==> config.mk <==
export PLATFORM = sky130hd
export DESIGN_NAME = owc_warmup_counter
export DESIGN_NICKNAME = d
export VERILOG_FILES = /design/src/design/owc_pkg.sv /design/src/design/owc_warmup_counter.sv
export VERILOG_INCLUDE_DIRS = /design/src /design/src/design
export SDC_FILE = /design/constraint.sdc
export NUM_CORES = 1
export LEC_CHECK = 0
export BUFFER_PORTS_ARGS = -buffer_cell sky130_fd_sc_hd__buf_4
export CORE_MARGIN = 5
export CORE_UTILIZATION = 45
export CTS_BUF_LIST = sky130_fd_sc_hd__clkbuf_4
export DETAILED_ROUTE_END_ITERATION = 10
export HOLD_SLACK_MARGIN = 0.06
export PLACE_DENSITY_LB_ADDON = 0.15
export RECOVER_POWER = 25
export SLEW_MARGIN = 20
export SYNTH_ARGS = -nofsm -noshare
export SYNTH_HDL_FRONTEND = slang
export SYNTH_SLANG_ARGS = --single-unit
==> constraint.sdc <==
create_clock -name clk_sys_i -period 2.7 [get_ports clk_sys_i]
set_clock_uncertainty 0.2 [all_clocks]
set_input_delay 0.135 -clock clk_sys_i [delete_from_list [all_inputs] [get_ports clk_sys_i]]
set_output_delay 0.135 -clock clk_sys_i [all_outputs]
set_load 0.005 [all_outputs]
==> src/design/owc_map.svh <==
`ifndef OWC_MAP_SVH
`define OWC_MAP_SVH
// Register byte offsets.
`define OWC_OFF_LOWER_CTL 8'h00
`define OWC_OFF_UPPER_CTL 8'h04
`define OWC_OFF_THR_LOW 8'h08
`define OWC_OFF_THR_HIGH 8'h0c
`define OWC_OFF_SYS_CLK 8'h10
`define OWC_OFF_IRQ_STATUS 8'h14
`define OWC_OFF_IRQ_MASK 8'h18
`define OWC_OFF_COUNT 8'h1c
// Field positions.
`define OWC_SYS_HIGH_EN_BIT 7
`define OWC_SYS_LOW_EN_BIT 6
`define OWC_SYS_LOW_SEL_BIT 5
`define OWC_IRQ_MATCH_BIT 0
// Mode and source codes.
`define OWC_MODE_WARMUP 3'h5
`define OWC_MODE_16BIT 3'h3
`define OWC_SRC_LOW 3'h4
`define OWC_SRC_HIGH 3'h6
// Reset values.
`define OWC_RST_CTL 8'h00
`define OWC_RST_THR 8'h00
`define OWC_RST_SYS_CLK 8'h00
`define OWC_RST_IRQ 8'h00
`endif

==> src/design/owc_pkg.sv <==
package owc_pkg;
  typedef struct packed {
    logic init;
    logic [2:0] src;
    logic run;
    logic [2:0] mode;
  } owc_ctl_type;
  typedef struct packed {
    logic high_en;
    logic low_en;
    logic low_sel;
    logic [4:0] spare;
  } owc_sys_clk_type;
  typedef enum logic [1:0] {
    OWC_BUS_IDLE = 2'b01,
    OWC_BUS_ANSWER = 2'b10
  } owc_bus_state_type;
endpackage

==> src/design/owc_warmup_counter.sv <==
`timescale 1ns/100ps
`default_nettype none
`include "owc_map.svh"
// Notes on behaviour
// - In warm-up the two 8-bit counters chain into one 16-bit up-counter.
// - Match detection uses only the upper threshold byte, not the lower.
// - A running count rises; a match clears it and sets the status bit, raising the interrupt only if unmasked.
// - On the low clock 0100H gives 256 ticks, about 7.81 ms; FF00H 1.99 s.
// - On the high clock the span runs from 256 to 65536 ticks; a zero upper byte gives 65536.
// - Upper control 05H picks warm-up; lower 43H the low clock, 63H high.
// - Upper control bit 3 set runs the cascaded counter; clear stops it.
// - Clock control bit 7 enables high, bit 6 low, bit 5 selects low.
// - Reset sets the upper timer output flop to 1.
module owc_warmup_counter #(
  parameter int ADDR_W = 8
) (
  // Clock and reset.
  input wire logic clk_sys_i,
  input wire logic arst_n_i,
  // Avalon-MM slave.
  input wire logic [ADDR_W-1:0] avs_address_i,
  input wire logic avs_read_i,
  input wire logic avs_write_i,
  input wire logic [31:0] avs_writedata_i,
  input wire logic [3:0] avs_byteenable_i,
  output logic [31:0] avs_readdata_o,
  output logic avs_waitrequest_o,
  // Source clock pins, asynchronous to the system clock.
  input wire logic high_clock_i,
  input wire logic low_clock_i,
  // Oscillator controls and timer pin.
  output logic high_osc_en_o,
  output logic low_osc_en_o,
  output logic sys_clk_low_sel_o,
  output logic upper_timer_pin_o,
  // Interrupt.
  output logic warmup_match_irq_o
);

  if (ADDR_W < 5) begin : g_addr_w_check
    $error("ADDR_W too small for the register map.");
  end

  owc_pkg::owc_bus_state_type bus_state_q;
  owc_pkg::owc_ctl_type lower_timer_control_q;
  owc_pkg::owc_ctl_type upper_timer_control_q;
  owc_pkg::owc_sys_clk_type system_clock_control_q;
  logic [7:0] threshold_low_byte_q;
  logic [7:0] threshold_high_byte_q;
  logic [7:0] irq_status_q;
  logic [7:0] irq_mask_q;
  logic [15:0] count_q;
  logic [15:0] count_inc;
  logic [31:0] readdata_q;
  logic waitrequest_q;
  logic irq_q;
  logic pin_q;
  logic [2:0] high_sync_q;
  logic [2:0] low_sync_q;
  logic high_level_q;
  logic low_level_q;
  logic high_rise;
  logic low_rise;
  logic src_tick;
  logic warm_run;
  logic match;
  logic wr_acc;
  logic rd_acc;
  logic [7:0] byte_addr;
  logic [7:0] irq_set;
  logic [7:0] irq_clr;

  function automatic logic hit(input logic [7:0] a, input logic [7:0] off);
    hit = (a[7:2] == off[7:2]);
  endfunction

  assign byte_addr = 8'(avs_address_i);
  assign wr_acc = avs_write_i && !waitrequest_q;
  assign rd_acc = avs_read_i && !waitrequest_q;

  // One wait cycle on every access keeps the read mux off the bus path.
  always_ff @(posedge clk_sys_i or negedge arst_n_i) begin
    if (!arst_n_i) begin
      bus_state_q <= owc_pkg::OWC_BUS_IDLE;
      waitrequest_q <= 1'b1;
    end else begin
      case (bus_state_q)
        owc_pkg::OWC_BUS_IDLE: begin
          if (avs_read_i || avs_write_i) begin
            bus_state_q <= owc_pkg::OWC_BUS_ANSWER;
            waitrequest_q <= 1'b0;
          end
        end
        owc_pkg::OWC_BUS_ANSWER: begin
          bus_state_q <= owc_pkg::OWC_BUS_IDLE;
          waitrequest_q <= 1'b1;
        end
        default: begin
          bus_state_q <= owc_pkg::OWC_BUS_IDLE;
          waitrequest_q <= 1'b1;
        end
      endcase
    end
  end

  always_ff @(posedge clk_sys_i or negedge arst_n_i) begin
    if (!arst_n_i) begin
      readdata_q <= 32'h0000_0000;
    end else if (avs_read_i && waitrequest_q) begin
      if (hit(byte_addr, `OWC_OFF_LOWER_CTL)) begin
        readdata_q <= {24'h00_0000, lower_timer_control_q};
      end else if (hit(byte_addr, `OWC_OFF_UPPER_CTL)) begin
        readdata_q <= {24'h00_0000, upper_timer_control_q};
      end else if (hit(byte_addr, `OWC_OFF_THR_LOW)) begin
        readdata_q <= {24'h00_0000, threshold_low_byte_q};
      end else if (hit(byte_addr, `OWC_OFF_THR_HIGH)) begin
        readdata_q <= {24'h00_0000, threshold_high_byte_q};
      end else if (hit(byte_addr, `OWC_OFF_SYS_CLK)) begin
        readdata_q <= {24'h00_0000, system_clock_control_q};
      end else if (hit(byte_addr, `OWC_OFF_IRQ_STATUS)) begin
        readdata_q <= {24'h00_0000, irq_status_q | irq_set};
      end else if (hit(byte_addr, `OWC_OFF_IRQ_MASK)) begin
        readdata_q <= {24'h00_0000, irq_mask_q};
      end else if (hit(byte_addr, `OWC_OFF_COUNT)) begin
        readdata_q <= {16'h0000, count_q};
      end else begin
        readdata_q <= 32'h0000_0000;
      end
    end
  end

  always_ff @(posedge clk_sys_i or negedge arst_n_i) begin
    if (!arst_n_i) begin
      lower_timer_control_q <= `OWC_RST_CTL;
      upper_timer_control_q <= `OWC_RST_CTL;
      threshold_low_byte_q <= `OWC_RST_THR;
      threshold_high_byte_q <= `OWC_RST_THR;
      irq_mask_q <= `OWC_RST_IRQ;
    end else if (wr_acc && avs_byteenable_i[0]) begin
      if (hit(byte_addr, `OWC_OFF_LOWER_CTL)) begin
        lower_timer_control_q <= avs_writedata_i[7:0];
      end else if (hit(byte_addr, `OWC_OFF_UPPER_CTL)) begin
        upper_timer_control_q <= avs_writedata_i[7:0];
      end else if (hit(byte_addr, `OWC_OFF_THR_LOW)) begin
        threshold_low_byte_q <= avs_writedata_i[7:0];
      end else if (hit(byte_addr, `OWC_OFF_THR_HIGH)) begin
        threshold_high_byte_q <= avs_writedata_i[7:0];
      end else if (hit(byte_addr, `OWC_OFF_IRQ_MASK)) begin
        irq_mask_q <= avs_writedata_i[7:0];
      end
    end
  end

  always_ff @(posedge clk_sys_i or negedge arst_n_i) begin
    if (!arst_n_i) begin
      system_clock_control_q <= `OWC_RST_SYS_CLK;
    end else if (wr_acc && avs_byteenable_i[0] &&
                 hit(byte_addr, `OWC_OFF_SYS_CLK)) begin
      system_clock_control_q <= avs_writedata_i[7:0];
    end
  end

  assign high_osc_en_o = system_clock_control_q.high_en;
  assign low_osc_en_o = system_clock_control_q.low_en;
  assign sys_clk_low_sel_o = system_clock_control_q.low_sel;

  // Source pins may glitch, so a level counts only once two stages agree.
  always_ff @(posedge clk_sys_i or negedge arst_n_i) begin
    if (!arst_n_i) begin
      high_sync_q <= 3'h0;
      low_sync_q <= 3'h0;
      high_level_q <= 1'b0;
      low_level_q <= 1'b0;
    end else begin
      high_sync_q <= {high_sync_q[1:0], high_clock_i};
      low_sync_q <= {low_sync_q[1:0], low_clock_i};
      if (high_sync_q[1] == high_sync_q[2]) begin
        high_level_q <= high_sync_q[2];
      end
      if (low_sync_q[1] == low_sync_q[2]) begin
        low_level_q <= low_sync_q[2];
      end
    end
  end

  assign high_rise = (high_sync_q[1] == high_sync_q[2]) &&
                     high_sync_q[2] && !high_level_q;
  assign low_rise = (low_sync_q[1] == low_sync_q[2]) &&
                    low_sync_q[2] && !low_level_q;

  always_comb begin
    if (lower_timer_control_q.src == `OWC_SRC_HIGH) begin
      src_tick = high_rise;
    end else if (lower_timer_control_q.src == `OWC_SRC_LOW) begin
      src_tick = low_rise;
    end else begin
      src_tick = 1'b0;
    end
  end

  assign warm_run = upper_timer_control_q.run &&
                    (upper_timer_control_q.mode == `OWC_MODE_WARMUP);
  assign count_inc = count_q + 16'h0001;
  assign match = warm_run && src_tick &&
                 (count_inc == {threshold_high_byte_q, 8'h00});

  always_ff @(posedge clk_sys_i or negedge arst_n_i) begin
    if (!arst_n_i) begin
      count_q <= 16'h0000;
    end else if (!warm_run) begin
      count_q <= 16'h0000;
    end else if (match) begin
      count_q <= 16'h0000;
    end else if (src_tick) begin
      count_q <= count_inc;
    end
  end

  assign irq_set = match ? 8'h01 << `OWC_IRQ_MATCH_BIT : 8'h00;
  assign irq_clr = (rd_acc && hit(byte_addr, `OWC_OFF_IRQ_STATUS)) ?
                   8'hff : 8'h00;

  // A match in the clearing cycle survives, since set beats clear.
  always_ff @(posedge clk_sys_i or negedge arst_n_i) begin
    if (!arst_n_i) begin
      irq_status_q <= `OWC_RST_IRQ;
      irq_q <= 1'b0;
    end else begin
      irq_status_q <= (irq_status_q & ~irq_clr) | irq_set;
      irq_q <= |(irq_status_q & irq_mask_q);
    end
  end

  // The flop never toggles in warm-up; it takes the inverse of its init bit at rest.
  always_ff @(posedge clk_sys_i or negedge arst_n_i) begin
    if (!arst_n_i) begin
      pin_q <= 1'b1;
    end else if (!upper_timer_control_q.run) begin
      pin_q <= ~upper_timer_control_q.init;
    end
  end

  assign avs_readdata_o = readdata_q;
  assign avs_waitrequest_o = waitrequest_q;
  assign upper_timer_pin_o = pin_q;
  assign warmup_match_irq_o = irq_q;
endmodule
`default_nettype wire

==> results.json <==
{
  "status": "finished, violations left",
  "violations": "negative setup slack",
  "gp_congestion": 0.877,
  "core-area_um2": 11400,
  "numCtsBuffers": 9,
  "hold_viol": 0,
  "grt_pass1_wl_um": 21800,
  "instances_no_fill": 716,
  "grt_usage": 0.199,
  "crit_buf_inv": 1,
  "rsz0062_at_grt": "true",
  "drive_gt1_frac": 0.342,
  "synth-edff-count": 0,
  "viasPerCell": 5.78,
  "dp_cells": 672,
  "fp.dieH_um": 117,
  "ir_worst_vdd_uv": 424,
  "grt_max_degree": 52,
  "yosysWarnings": 0,
  "p_int_mw": 1.95,
  "dp_slack_ps": -136,
  "numClockSinks": 100,
  "cts.clk_slew.worst_paths_ps": 170,
  "yosys_register_bits": 100,
  "drtAntennaViolNets": 0,
  "yosysMostFrequentCell": "dfrtp_1",
  "clkLatencyLatePin_ps": 470,
  "async_flop_share": 1.00,
  "regArea_um2": 2510,
  "row_count": 39,
  "nets": 622,
  "initial_core_util": 0.456,
  "worst_slack_ps": -93.7,
  "yosysTopAreaCell": "dfrtp_1",
  "synthCells": 474,
  "netlist_area_um2": 5190,
  "end_kind": "flip-flop",
  "vias": 4136,
  "p_seq_frac": 0.599,
  "placed_cell_area_um2": 5840,
  "seq_area_frac_synth": 0.483,
  "slowest_delay_ps": 460,
  "synth_common_cells": "dfrtp_1, mux2_2, nand2_1",
  "diodes": 0,
  "crit_arrival_ps": 3000,
  "p_leak_nw": 2.94,
  "cts_root_buf": "clkbuf_4",
  "grt_pass1_vias": 3928,
  "fill_cells": 976,
  "p_sw_mw": 0.793,
  "final_core_util": 0.560,
  "syn_to_final_growth_pct": 22.7,
  "min_path_type": "input pin to flip-flop",
  "critPathKind": "flip-flop to flip-flop",
  "synth_area_leaders": "dfrtp_1, mux2_2, mux4_2",
  "clock_tree.buffer_depth": 2,
  "ios": 88,
  "dp_hpwl_um": 9780,
  "crit_fanout": 5,
  "clkPwrFrac": 0.273,
  "final_area_um2": 6360,
  "max_cap_viol_count": 0,
  "avgSynthCellArea_um2": 10.9,
  "antenna_found_initial": 0,
  "critPathSlowestCell": "dfrtp_2",
  "dr.pass1.iters": 5,
  "required_ps": 2900,
  "io_buffers": 42,
  "finalSetupViolCount": 3,
  "fmax_ghz": 0.358,
  "grt.overflow.total": 0,
  "pwr-share-comb": 0.128,
  "synth_top_area_frac": 0.473,
  "cts_max_level": 3,
  "drt_iter0_markers": 332,
  "slew_violations": 0,
  "avgRoutedWirePerCell_um": 19.4,
  "p_per_area_nw_per_um2": 432,
  "crit_chain": "ha_4 -> a21boi_2 -> a21oi_1 -> o32a_1 -> a211o_1 -> or4_1 -> or4_4 -> buf_4 -> nand2_2",
  "switching_share": 0.289,
  "post-route-period-util": 1.03,
  "drc": 0,
  "critPathLaunchType": "flip-flop",
  "wl_um": 13900,
  "slew_headroom": 0.166,
  "ys_types": 61,
  "multi_input_area_um2": 2590,
  "ys.flop_type": "dfrtp_1",
  "die_x_um": 117,
  "cts_tree": "yes",
  "tightest_slew_ps": 1250,
  "path_delay_family": "simple AND/OR/NAND/NOR gates",
  "timing.final.crit_period_ps": 2790,
  "dieArea_um2": 13800
}
[power groups by stage]
stage	Combinational (mW)	Clock, mW	Sequential, mW
2_1_floorplan	0.185	0	1.65
3_3_place_gp	0.306	0	1.67
3_5_place_dp	0.316	0	1.67
4_1_cts	0.354	0.780	1.64
5_1_grt	0.387	0.833	1.65
6_report	0.351	0.751	1.64
[logic make-up (layout without fill, tap and decap cells)]
logic type               Yosys count  count (layout)  share of synthesized area
XOR/XNOR                          15              15                     0.0253
AO/OA/AOI/OAI                     90              90                      0.127
AND/OR/NAND/NOR                  147             147                      0.151
adder cells (fa/ha/maj)            4               4                    0.00965
multiplexers                      62              62                      0.149
flip-flops                       100             100                      0.483
other                              1              16                   0.000723
buffers and inverters             55             139                     0.0555
[path summary, 6_finish.rpt]
kind	to	start	slack, ps	cells after the start
setup reg to reg	irq_status_q[0]	count_q[1]	-90	9
min in group asynchronous	upper_timer_pin_o	arst_n_i	650	3
max in group asynchronous	count_q[0]	arst_n_i	320	4
hold / removal	low_sync_q[0]	low_clock_i	140	2
hold reg to reg	low_sync_q[1]	low_sync_q[0]	170	0
setup / recovery	irq_status_q[0]	count_q[1]	-90	9
[flip-flops by register name, indices dropped and copies added, names as in the netlist, 2 cells and up]
register                count
bus_state_q                 2
high_sync_q                 3
irq_status_q                8
avs_readdata_o             16
upper_timer_control_q       8
count_q                    16
threshold_low_byte_q        8
threshold_high_byte_q       8
lower_timer_control_q       8
irq_mask_q                  8
low_sync_q                  3
system_clock_control_q      5
[timing repair]
item | 4_1_cts | 5_1_grt
buffers inserted | 3 | 3
endpoints found under the hold margin | 166 | 0
pin swaps | 0 | 3
resized for setup | 4 | 30
endpoints found under the setup margin | 12 | 13
hold buffers | 21 | 0
cloned | 0 | 1
[per-stage QoR]
step	power, mW	setup TNS, ps	hold slack [ps]
after CTS	2.78	-209	76.2
final	2.75	-201	139
after global placement	1.97	-96.9	2.10
after detailed placement	1.99	-257	13.7
after floorplan	1.84	0	-361
after global routing	2.87	-1050	125
[worst register-to-register path, delay by kind of cell, from the launching register on]
kind	cells	cell delay [ps]
buffers and inverters	1	160
DFF	1	460
AOI/OAI and AO/OA	4	830
and+or+nand+nor	3	930
adders and majority gates	1	170
[final cells by class]
type	count	area share
Multi-Input combinational cell	334	0.407
Inverter	9	0.00531
Clock inverter	7	0.00963
Tap cell	143	0.0281
Timing Repair Buffer	114	0.145
Sequential cell	100	0.394
Clock buffer	9	0.0106
[cell usage in the layout, fill, tap and decap left out, types with 14 or more instances in the layout]
master,count
dfrtp_1,95
buf_4,86
mux2_2,51
nand2_1,33
nor2_1,30
dlygate4sd3_1,20
conb_1,16
nand3_1,15
a22o_1,14
o21ai_0,14
[layer usage]
metal,vias to the layer above,routed length (um),share of wire,GRT usage
met5,-,0,0,0
met4,0,125,0.0090,0.0486
met3,8,893,0.064,0.0342
met2,161,6560,0.47,0.313
met1,2061,6310,0.45,0.286
li1,1906,-,-,-
No activity file was read; power rests on OpenSTA's default activity.
